**src/pkg/sgpc_regs.svh**
```systemverilog
// constants of the servo gain and profile command interpreter
// Overview of operation
// request is '!', two letters, value, motor, CR; reply is '#' ... CR
// set P gain stores unsigned 0..32640 per motor, acks; get returns it
// set profile speed stores 0..4096; 4096 is designed rate, linear
// profile speed change is accepted at any time, even mid profile
// get profile speed returns the stored 0..4096 value of that motor
// get FF acceleration returns stored 0..32640 value of that motor
// get FF deceleration returns stored 0..32640 value of that motor
// get profile amplitude returns 0..4096, 4096 meaning full amplitude
// get D gain returns stored 0..32640 value of that motor
// get motor error returns bits 0..7 status word, bit 4 reserved
// get FF friction returns stored 0..255 value of that motor
// get I gain returns stored 0..32640 value of that motor
// get current offset returns signed -256..256 value of that motor
// get profile offset returns signed -32256..32256 of that motor
// get motor warning returns bits 0..8 status word, reserved bits zero
// decimal value with optional sign; bad frames get a negative ack
// exactly one reply per request, in order, before the next request
`ifndef SGPC_REGS_SVH
`define SGPC_REGS_SVH

`define SGPC_CH_BANG   8'h21
`define SGPC_CH_HASH   8'h23
`define SGPC_CH_CR     8'h0d
`define SGPC_CH_PLUS   8'h2b
`define SGPC_CH_MINUS  8'h2d
`define SGPC_CH_ZERO   8'h30
`define SGPC_CH_NINE   8'h39
`define SGPC_MOT_FIRST 8'h41
`define SGPC_MOT_LAST  8'h44
`define SGPC_GRP_SET   8'h44
`define SGPC_GRP_GET   8'h45
`define SGPC_K_FFACC   8'h41
`define SGPC_K_FFDEC   8'h42
`define SGPC_K_AMPL    8'h43
`define SGPC_K_DGAIN   8'h44
`define SGPC_K_MERR    8'h45
`define SGPC_K_FRIC    8'h46
`define SGPC_K_IGAIN   8'h49
`define SGPC_K_COFF    8'h4b
`define SGPC_K_POFF    8'h4f
`define SGPC_K_PGAIN   8'h50
`define SGPC_K_SPEED   8'h53
`define SGPC_K_MWARN   8'h57

`define SGPC_GAIN_MAX  17'h07f80
`define SGPC_SPEED_MAX 17'h01000
`define SGPC_SPEED_RST 16'h1000
`define SGPC_GAIN_RST  16'h0000
`define SGPC_VAL_SAT   17'h1ffff
`define SGPC_ACK_OK    17'h00000
`define SGPC_ACK_BAD   17'h00001
`define SGPC_BODY_MAX  4'h8
`define SGPC_TEN       21'h0000a
`define SGPC_POW0      17'h00001
`define SGPC_POW1      17'h0000a
`define SGPC_POW2      17'h00064
`define SGPC_POW3      17'h003e8
`define SGPC_POW4      17'h02710
`define SGPC_PIDX_TOP  3'h4
`define SGPC_KIND_P    1'b0
`define SGPC_KIND_S    1'b1

`endif

```
**src/pkg/sgpc_pkg.sv**
```systemverilog
// types of the servo gain and profile command interpreter
package sgpc_pkg;

  typedef enum logic [9:0] {
    SGPC_IDLE = 10'h001,
    SGPC_CMD1 = 10'h002,
    SGPC_CMD2 = 10'h004,
    SGPC_BODY = 10'h008,
    SGPC_EXEC = 10'h010,
    SGPC_READ = 10'h020,
    SGPC_HASH = 10'h040,
    SGPC_SIGN = 10'h080,
    SGPC_DIG  = 10'h100,
    SGPC_TERM = 10'h200
  } sgpc_state_t;

  // values held by the servo loop for one motor, read back by get commands
  typedef struct packed {
    logic        [15:0] ff_accel;
    logic        [15:0] ff_decel;
    logic        [15:0] amplitude;
    logic        [15:0] deriv_gain;
    logic        [15:0] integ_gain;
    logic        [7:0]  ff_friction;
    logic signed [15:0] cur_offset;
    logic signed [15:0] prof_offset;
    logic        [7:0]  err_word;
    logic        [8:0]  warn_word;
  } sgpc_motor_t;

  // one accepted set command, handed to the servo loop
  typedef struct packed {
    logic        kind;
    logic [1:0]  motor;
    logic [15:0] value;
  } sgpc_upd_t;

endpackage : sgpc_pkg

```
**src/rtl/sgpc_cmd_interp.sv**
```systemverilog
// ascii command interpreter for gain and motion profile commands
`timescale 1ns/10ps
`include "sgpc_regs.svh"
module sgpc_cmd_interp
  import sgpc_pkg::*;
(
  input  wire logic              i_mclk,
  input  wire logic              i_sys_rst,
  input  wire logic              i_rx_valid,
  input  wire logic [7:0]        i_rx_data,
  output logic                   o_rx_ready,
  output logic                   o_tx_valid,
  output logic      [7:0]        o_tx_data,
  input  wire logic              i_tx_ready,
  input  wire sgpc_motor_t [3:0] i_motor,
  output logic                   o_upd_valid,
  output sgpc_upd_t              o_upd
);

  function automatic logic [16:0] pow10(input logic [2:0] idx);
    unique case (idx)
      3'h0:    pow10 = `SGPC_POW0;
      3'h1:    pow10 = `SGPC_POW1;
      3'h2:    pow10 = `SGPC_POW2;
      3'h3:    pow10 = `SGPC_POW3;
      default: pow10 = `SGPC_POW4;
    endcase
  endfunction : pow10

  // signed value to sign flag and magnitude
  function automatic logic [17:0] sgn_mag(input logic signed [15:0] v);
    logic [16:0] ext;
    ext = {v[15], v};
    if (v[15]) begin
      sgn_mag = {1'b1, 17'(-ext)};
    end else begin
      sgn_mag = {1'b0, ext};
    end
  endfunction : sgn_mag

  function automatic logic [16:0] zext16(input logic [15:0] v);
    zext16 = {1'b0, v};
  endfunction : zext16

  sgpc_state_t st_q, st_d;
  logic [7:0]  c1_q, c1_d, c2_q, c2_d;
  logic        neg_q, neg_d;
  logic [16:0] val_q, val_d;
  logic        hasdig_q, hasdig_d;
  logic [3:0]  bodyn_q, bodyn_d;
  logic [1:0]  mot_q, mot_d;
  logic        motok_q, motok_d;
  logic        err_q, err_d;
  logic        rneg_q, rneg_d;
  logic [16:0] mag_q, mag_d;
  logic [2:0]  pidx_q, pidx_d;
  logic [3:0]  dig_q, dig_d;
  logic        lead_q, lead_d;
  logic        txf_q, txf_d;
  logic [7:0]  txd_q, txd_d;
  logic        updv_q, updv_d;
  sgpc_upd_t   upd_q, upd_d;

  logic        mem_we;
  logic [2:0]  mem_waddr;
  logic [2:0]  mem_raddr;
  logic [15:0] mem_rdata;
  logic        take;
  logic        load;
  logic [7:0]  load_byte;
  logic [7:0]  b;
  logic [20:0] acc;
  logic [16:0] pw;
  logic        is_dig;
  logic        is_mot;
  logic        set_ok;
  logic        emit;
  logic [17:0] sm;
  sgpc_motor_t m;

  sgpc_param_mem i_sgpc_param_mem (
    .i_mclk    (i_mclk),
    .i_sys_rst (i_sys_rst),
    .i_we      (mem_we),
    .i_waddr   (mem_waddr),
    .i_wdata   (val_q[15:0]),
    .i_raddr   (mem_raddr),
    .o_rdata   (mem_rdata)
  );

  // no byte is taken until the reply's closing CR is loaded, so replies stay in order
  assign o_rx_ready = st_q inside {SGPC_IDLE, SGPC_CMD1, SGPC_CMD2,
                                   SGPC_BODY};
  assign take       = i_rx_valid & o_rx_ready;
  assign b          = i_rx_data;
  assign is_dig     = (b >= `SGPC_CH_ZERO) && (b <= `SGPC_CH_NINE);
  assign is_mot     = (b >= `SGPC_MOT_FIRST) && (b <= `SGPC_MOT_LAST);
  assign m          = i_motor[mot_q];
  assign pw         = pow10(pidx_q);

  always_comb begin
    st_d      = st_q;
    c1_d      = c1_q;
    c2_d      = c2_q;
    neg_d     = neg_q;
    val_d     = val_q;
    hasdig_d  = hasdig_q;
    bodyn_d   = bodyn_q;
    mot_d     = mot_q;
    motok_d   = motok_q;
    err_d     = err_q;
    rneg_d    = rneg_q;
    mag_d     = mag_q;
    pidx_d    = pidx_q;
    dig_d     = dig_q;
    lead_d    = lead_q;
    updv_d    = 1'b0;
    upd_d     = upd_q;
    mem_we    = 1'b0;
    mem_waddr = {c2_q == `SGPC_K_SPEED, mot_q};
    mem_raddr = {c2_q == `SGPC_K_SPEED, mot_q};
    load      = 1'b0;
    load_byte = `SGPC_CH_CR;
    acc       = ({4'h0, val_q} * `SGPC_TEN) + {17'h0, b[3:0]};
    set_ok    = 1'b0;
    emit      = 1'b0;
    sm        = 18'h0;
    // a '!' anywhere restarts framing; bytes outside a frame are dropped
    if (take && b == `SGPC_CH_BANG) begin
      st_d     = SGPC_CMD1;
      neg_d    = 1'b0;
      val_d    = 17'h0;
      hasdig_d = 1'b0;
      bodyn_d  = 4'h0;
      motok_d  = 1'b0;
      err_d    = 1'b0;
    end else begin
      unique case (st_q)
        SGPC_IDLE: begin
        end
        SGPC_CMD1, SGPC_CMD2: begin
          if (take) begin
            if (b == `SGPC_CH_CR) begin
              err_d = 1'b1;
              st_d  = SGPC_EXEC;
            end else if (st_q == SGPC_CMD1) begin
              c1_d = b;
              st_d = SGPC_CMD2;
            end else begin
              c2_d = b;
              st_d = SGPC_BODY;
            end
          end
        end
        SGPC_BODY: begin
          if (take) begin
            if (b == `SGPC_CH_CR) begin
              st_d = SGPC_EXEC;
            end else begin
              bodyn_d = bodyn_q + 4'h1;
              if (bodyn_q == `SGPC_BODY_MAX) begin
                err_d   = 1'b1;
                bodyn_d = bodyn_q;
              end else if (is_dig && !motok_q) begin
                hasdig_d = 1'b1;
                val_d    = (acc > {4'h0, `SGPC_VAL_SAT}) ? `SGPC_VAL_SAT
                                                         : acc[16:0];
              end else if ((b == `SGPC_CH_MINUS || b == `SGPC_CH_PLUS)
                           && bodyn_q == 4'h0) begin
                neg_d = (b == `SGPC_CH_MINUS);
              end else if (is_mot && !motok_q) begin
                mot_d   = 2'(b - `SGPC_MOT_FIRST);
                motok_d = 1'b1;
              end else begin
                err_d = 1'b1;
              end
            end
          end
        end
        SGPC_EXEC: begin
          rneg_d = 1'b1;
          mag_d  = `SGPC_ACK_BAD;
          st_d   = SGPC_HASH;
          if (!err_q && motok_q && c1_q == `SGPC_GRP_SET && hasdig_q
              && !(neg_q && val_q != 17'h0)) begin
            // speed is taken whatever the motion state; the loop rescales
            if (c2_q == `SGPC_K_PGAIN) begin
              set_ok = (val_q <= `SGPC_GAIN_MAX);
            end else if (c2_q == `SGPC_K_SPEED) begin
              set_ok = (val_q <= `SGPC_SPEED_MAX);
            end
          end
          if (set_ok) begin
            mem_we       = 1'b1;
            updv_d       = 1'b1;
            upd_d.kind   = (c2_q == `SGPC_K_SPEED) ? `SGPC_KIND_S
                                                   : `SGPC_KIND_P;
            upd_d.motor  = mot_q;
            upd_d.value  = val_q[15:0];
            rneg_d       = 1'b0;
            mag_d        = `SGPC_ACK_OK;
          end else if (!err_q && motok_q && c1_q == `SGPC_GRP_GET
                       && !hasdig_q && !neg_q) begin
            rneg_d = 1'b0;
            unique case (c2_q)
              `SGPC_K_PGAIN, `SGPC_K_SPEED: st_d = SGPC_READ;
              `SGPC_K_FFACC: mag_d = zext16(m.ff_accel);
              `SGPC_K_FFDEC: mag_d = zext16(m.ff_decel);
              `SGPC_K_AMPL:  mag_d = zext16(m.amplitude);
              `SGPC_K_DGAIN: mag_d = zext16(m.deriv_gain);
              `SGPC_K_MERR: begin
                mag_d = {9'h0, m.err_word[7:5], 1'b0,
                         m.err_word[3:0]};
              end
              `SGPC_K_FRIC:  mag_d = {9'h0, m.ff_friction};
              `SGPC_K_IGAIN: mag_d = zext16(m.integ_gain);
              `SGPC_K_COFF: begin
                sm     = sgn_mag(m.cur_offset);
                rneg_d = sm[17];
                mag_d  = sm[16:0];
              end
              `SGPC_K_POFF: begin
                sm     = sgn_mag(m.prof_offset);
                rneg_d = sm[17];
                mag_d  = sm[16:0];
              end
              `SGPC_K_MWARN: begin
                mag_d = {8'h0, m.warn_word[8], 1'b0, m.warn_word[6],
                         2'h0, m.warn_word[3:0]};
              end
              default: begin
                rneg_d = 1'b1;
                mag_d  = `SGPC_ACK_BAD;
              end
            endcase
          end
        end
        SGPC_READ: begin
          mag_d = zext16(mem_rdata);
          st_d  = SGPC_HASH;
        end
        SGPC_HASH: begin
          if (!txf_q) begin
            load      = 1'b1;
            load_byte = `SGPC_CH_HASH;
            pidx_d    = `SGPC_PIDX_TOP;
            dig_d     = 4'h0;
            lead_d    = 1'b0;
            st_d      = rneg_q ? SGPC_SIGN : SGPC_DIG;
          end
        end
        SGPC_SIGN: begin
          if (!txf_q) begin
            load      = 1'b1;
            load_byte = `SGPC_CH_MINUS;
            st_d      = SGPC_DIG;
          end
        end
        SGPC_DIG: begin
          // one subtraction per cycle keeps the divider small
          if (mag_q >= pw) begin
            mag_d = mag_q - pw;
            dig_d = dig_q + 4'h1;
          end else begin
            emit = (dig_q != 4'h0) || lead_q || (pidx_q == 3'h0);
            if (!emit) begin
              pidx_d = pidx_q - 3'h1;
            end else if (!txf_q) begin
              load      = 1'b1;
              load_byte = `SGPC_CH_ZERO | {4'h0, dig_q};
              lead_d    = 1'b1;
              dig_d     = 4'h0;
              if (pidx_q == 3'h0) begin
                st_d = SGPC_TERM;
              end else begin
                pidx_d = pidx_q - 3'h1;
              end
            end
          end
        end
        SGPC_TERM: begin
          if (!txf_q) begin
            load      = 1'b1;
            load_byte = `SGPC_CH_CR;
            st_d      = SGPC_IDLE;
          end
        end
      endcase
    end
    txf_d = load | (txf_q & ~i_tx_ready);
    txd_d = load ? load_byte : txd_q;
  end

  always_ff @(posedge i_mclk or posedge i_sys_rst) begin
    if (i_sys_rst) begin
      st_q     <= SGPC_IDLE;
      c1_q     <= 8'h00;
      c2_q     <= 8'h00;
      neg_q    <= 1'b0;
      val_q    <= 17'h0;
      hasdig_q <= 1'b0;
      bodyn_q  <= 4'h0;
      mot_q    <= 2'h0;
      motok_q  <= 1'b0;
      err_q    <= 1'b0;
      rneg_q   <= 1'b0;
      mag_q    <= 17'h0;
      pidx_q   <= 3'h0;
      dig_q    <= 4'h0;
      lead_q   <= 1'b0;
      txf_q    <= 1'b0;
      txd_q    <= 8'h00;
      updv_q   <= 1'b0;
      upd_q    <= '0;
    end else begin
      st_q     <= st_d;
      c1_q     <= c1_d;
      c2_q     <= c2_d;
      neg_q    <= neg_d;
      val_q    <= val_d;
      hasdig_q <= hasdig_d;
      bodyn_q  <= bodyn_d;
      mot_q    <= mot_d;
      motok_q  <= motok_d;
      err_q    <= err_d;
      rneg_q   <= rneg_d;
      mag_q    <= mag_d;
      pidx_q   <= pidx_d;
      dig_q    <= dig_d;
      lead_q   <= lead_d;
      txf_q    <= txf_d;
      txd_q    <= txd_d;
      updv_q   <= updv_d;
      upd_q    <= upd_d;
    end
  end

  assign o_tx_valid  = txf_q;
  assign o_tx_data   = txd_q;
  assign o_upd_valid = updv_q;
  assign o_upd       = upd_q;

endmodule : sgpc_cmd_interp

```
**src/rtl/sgpc_param_mem.sv**
```systemverilog
// per-motor store of P gain and profile speed with registered read
`timescale 1ns/10ps
`include "sgpc_regs.svh"
module sgpc_param_mem
  import sgpc_pkg::*;
(
  input  wire logic        i_mclk,
  input  wire logic        i_sys_rst,
  input  wire logic        i_we,
  input  wire logic [2:0]  i_waddr,
  input  wire logic [15:0] i_wdata,
  input  wire logic [2:0]  i_raddr,
  output logic      [15:0] o_rdata
);

  logic [15:0] mem_q [8];
  logic [15:0] mem_d [8];
  logic [15:0] rd_q;
  logic [15:0] rd_d;

  always_comb begin
    for (int k = 0; k < 8; k++) begin
      mem_d[k] = mem_q[k];
    end
    if (i_we) begin
      mem_d[i_waddr] = i_wdata;
    end
    rd_d = mem_q[i_raddr];
  end

  // address bit 2 is the kind: speed words start at full designed rate
  always_ff @(posedge i_mclk or posedge i_sys_rst) begin
    if (i_sys_rst) begin
      for (int k = 0; k < 8; k++) begin
        mem_q[k] <= (k >= 4) ? `SGPC_SPEED_RST : `SGPC_GAIN_RST;
      end
      rd_q <= `SGPC_GAIN_RST;
    end else begin
      for (int k = 0; k < 8; k++) begin
        mem_q[k] <= mem_d[k];
      end
      rd_q <= rd_d;
    end
  end

  assign o_rdata = rd_q;

endmodule : sgpc_param_mem

```
**config.mk**
```make
export PLATFORM = sky130hd
export DESIGN_NAME = sgpc_cmd_interp
export DESIGN_NICKNAME = d
export VERILOG_FILES = /design/src/pkg/sgpc_pkg.sv /design/src/rtl/sgpc_cmd_interp.sv /design/src/rtl/sgpc_param_mem.sv
export VERILOG_INCLUDE_DIRS = /design/src /design/src/pkg
export SDC_FILE = /design/constraint.sdc
export NUM_CORES = 1
export LEC_CHECK = 0
export BUFFER_PORTS_ARGS = -buffer_cell sky130_fd_sc_hd__clkbuf_2
export CORE_AREA = 2 2 231 233
export CTS_CLUSTER_SIZE = 10
export DETAILED_ROUTE_END_ITERATION = 7
export DIE_AREA = 0 0 233 235
export SKIP_LAST_GASP = 1
export SLEW_MARGIN = 25
export SYNTH_ARGS = -nofsm -noshare
export SYNTH_HDL_FRONTEND = slang
export SYNTH_SLANG_ARGS = --single-unit
```
**constraint.sdc**
```tcl
create_clock -name i_mclk -period 11.9 [get_ports i_mclk]
set_clock_uncertainty 0.2 [all_clocks]
set_input_delay 0.595 -clock i_mclk [delete_from_list [all_inputs] [get_ports i_mclk]]
set_output_delay 0.595 -clock i_mclk [all_outputs]
set_load 0.02 [all_outputs]
```
==> impl_metrics.tcl <==
set metrics [dict create \
    status "complete, but fails checks" \
    violations "hold timing" \
    synthCells 1606 \
    place_congestion 1.11 \
    synth_top_area_share_pct 33.4 \
    grt_first_pass_wirelength_mm 140 \
    seqCellArea_um2 6270 \
    synth.cell_area_um2 18400 \
    min_path_type "in2async" \
    antenna_left 0 \
    tightest_slew_ns 1.09 \
    rsz0062_at_grt "no" \
    cap_violations 0 \
    tritoncts "built" \
    drc 0 \
    fmax_ghz 0.214 \
    dr_wl_met3_mm 7.43 \
    cp_data_required_time_ns 12.18 \
    crit_path_max_fanout 101 \
    top_layer "met5" \
    worst-setup-path-type "reg2reg" \
    period_minus_slack_ns 4.66 \
    ioPinCount 590 \
    vias 17300 \
    slew_headroom_pct 27.6 \
    synth_area_leaders "dfrtp_1 33%, mux4_2 19%, mux2_2 9.1%, ha_1 4.1%, nand2_1 2.5%" \
    grt_overflow_total 0 \
    antenna_found_initial 66 \
    hold_viol_final 27 \
    clk_pin_slew_ns 0.06 \
    endpoint_kind "register" \
    wl_met1_mm 41.8 \
    synthArstFlopShare_pct 100 \
    die_w_um 233 \
    reg2regPathDepth 9 \
    post_cts_resized 0 \
    r2r-start "mot_q[0]$_DFFE_PP0P_" \
    ys_warn_count 0 \
    firstDrtPassIters 6 \
    peakVddDrop_mv 0.114 \
    start_util_pct 35.2 \
    grt_start_max_net_pins 110 \
    rr_endpoint "mag_q[14]$_DFFE_PP0P_" \
    dr.first_iter.drc_count 1632 \
    hpwl_mm 87.8 \
    power_w 0.00196 \
    synth_seq_area_share_pct 34.1 \
    synth_cell_types 94 \
    synth_commonest_cells "245 x dfrtp_1, 159 x mux4_2, 148 x mux2_2" \
    clockBufferDepth 3 \
    die_h_um 235 \
    maxSlewViolCount 0 \
    post-synth-top-area-cell "dfrtp_1" \
    ys_ff_latch 250 \
    ctsHoldBuffers 0 \
    numPortBuffers 571 \
    synth_ff_type "dfrtp_1" \
    power_density_nw_per_um2 86.2 \
    htree_num_levels 1 \
    setup_viol 0 \
    routed_wl_mm 104 \
    synth_edf_count 0 \
    ff2ff_setup_slack_ns 7.24 \
    ctsRootBufferMaster "clkbuf_16" \
    dpl_cell_area_um2 21700 \
    cts_setup_buffers 0 \
    cp-start-kind "register" \
    fill_cells 5045 \
    multiInputGateArea_um2 11400 \
    p_leak_nw 10.7 \
    layout.nets 2740 \
    whs_ns -0.0483 \
    die_area_um2 54800 \
    avgViaCountPerCell 6.03 \
    numCtsBuffers 30 \
    grt_pass1_vias 17200 \
    final_layout_size_suffix_gt1_share_pct 46.0 \
    core_um2 52200 \
    gr-usage-all-layers_pct 37.5 \
    synth.most_common_cell "dfrtp_1" \
    routedWlPerCell_um 36.3 \
    post-route-period-util_pct 39.2 \
    setup-tns-final_ns 0 \
    met2WireLength_mm 48.5 \
    clk_latency_ns 0.57 \
    row_count 84 \
    cp.arrival_ns 4.95 \
    clock-sinks 250 \
    dp.cells 2773 \
    syn_to_final_growth_pct 23.8 \
    fin_cells 2864 \
    fin_area_um2 22700 \
    postSynthAreaPerCell_um2 11.4 \
]
layer usage:
layer / vias to the layer above / global-route usage, %
met2: 850 / 58.8
met1: 8946 / 48.1
li1: 7300 / -
met4: 6 / 22.1
met3: 169 / 6.83
met5: - / 0
cell type report:
| cell class | instances | share of cell area (%) |
|---|---|---|
| clock inverters | 5 | 0.347 |
| multi-input cells | 1203 | 50.2 |
| repair buffers | 590 | 13.3 |
| inverters | 42 | 0.726 |
| diodes | 35 | 0.385 |
| well taps | 688 | 3.78 |
| clock buffers | 51 | 3.69 |
| flip-flops and latches | 250 | 27.6 |
per-stage QoR:
stage	hold slack, ns	util, %	setup slack (ns)
after floorplan	0.248	-	4.24
after global placement	0.262	41.6	7.26
after detailed placement	0.270	41.6	7.23
after CTS	0.00867	43.4	7.24
after global routing	0.0554	43.5	6.83
final	-0.0483	43.5	7.24
report_power, final:
group,switching (W),total [W],internal [W]
combinational,0.000142,0.000252,0.000110
clock,0.000357,0.000857,0.000500
sequential,0.0000000296,0.000851,0.000851
total,0.000499,0.00196,0.00146
logic make-up (layout without fill, tap and decap cells):
group | after synthesis | in the layout | synth area share [%]
adders and majority gates | 63 | 63 | 4.41
xor gates and xnor gates | 53 | 53 | 2.53
AOI/OAI and AO/OA | 321 | 321 | 11.8
muxes | 334 | 334 | 30.4
DFF | 250 | 250 | 34.1
other | 1 | 37 | 0.0204
and+or+nand+nor | 430 | 430 | 12.9
buffers and inverters | 154 | 688 | 3.91
state kept, by name (all words and copies together) (netlist names), 2 cells and up:
signal and cells:
i_sgpc_param_mem.mem_q 128, o_upd 19, mag_q 17, val_q 17, i_sgpc_param_mem.o_rdata 16, st_q 10
c1_q 8, c2_q 8, o_tx_data 6, bodyn_q 4, dig_q 4, pidx_q 3
mot_q 2
how the worst max path moves through the flow:
stage	endpoint	from	slack (ns)	cells after the start
6_report	mag_q[14]$_DFFE_PP0P_	mot_q[0]$_DFFE_PP0P_	7.24	9
5_1_grt	val_q[16]$_DFFE_PP0P_	val_q[1]$_DFFE_PP0P_	6.83	12
4_1_cts	val_q[16]$_DFFE_PP0P_	val_q[1]$_DFFE_PP0P_	7.24	12
3_5_place_dp	mag_q[14]$_DFFE_PP0P_	mot_q[0]$_DFFE_PP0P_	7.23	9
3_3_place_gp	mag_q[14]$_DFFE_PP0P_	mot_q[0]$_DFFE_PP0P_	7.26	9
2_1_floorplan	bodyn_q[0]$_DFFE_PP0P_	i_sys_rst	4.24	1
placed cells by master, fill, tap and decap left out, drive strengths merged, types with 10 or more instances in the layout:
| master | n |
|---|---|
| nand2 | 124 |
| nand2b | 16 |
| nand3 | 40 |
| a21o | 12 |
| nor3 | 33 |
| diode | 35 |
| inv | 42 |
| clkbuf | 622 |
| ha | 60 |
| a22oi | 30 |
| nor3b | 10 |
| mux2 | 148 |
| nor4 | 17 |
| mux4 | 163 |
| dfrtp | 245 |
| o21ai | 67 |
| a31oi | 26 |
| a21oi | 71 |
| nor2b | 20 |
| nor2 | 82 |
| and2 | 14 |
| mux2i | 23 |
| xnor2 | 24 |
| buf | 19 |
| xor2 | 29 |
| and3 | 14 |
| nand4 | 17 |
critical path: stages, from the launching register on:
cell and delay, ns:
dfrtp_4 0.86, buf_12 0.64, mux4_1 0.83, or4_1 0.64
nor3_1 0.29, a21oi_1 0.13, xnor2_1 0.15, o211ai_1 0.35
a21oi_1 0.13, o21ai_0 0.20
No activity file was read; power rests on OpenSTA's default activity.
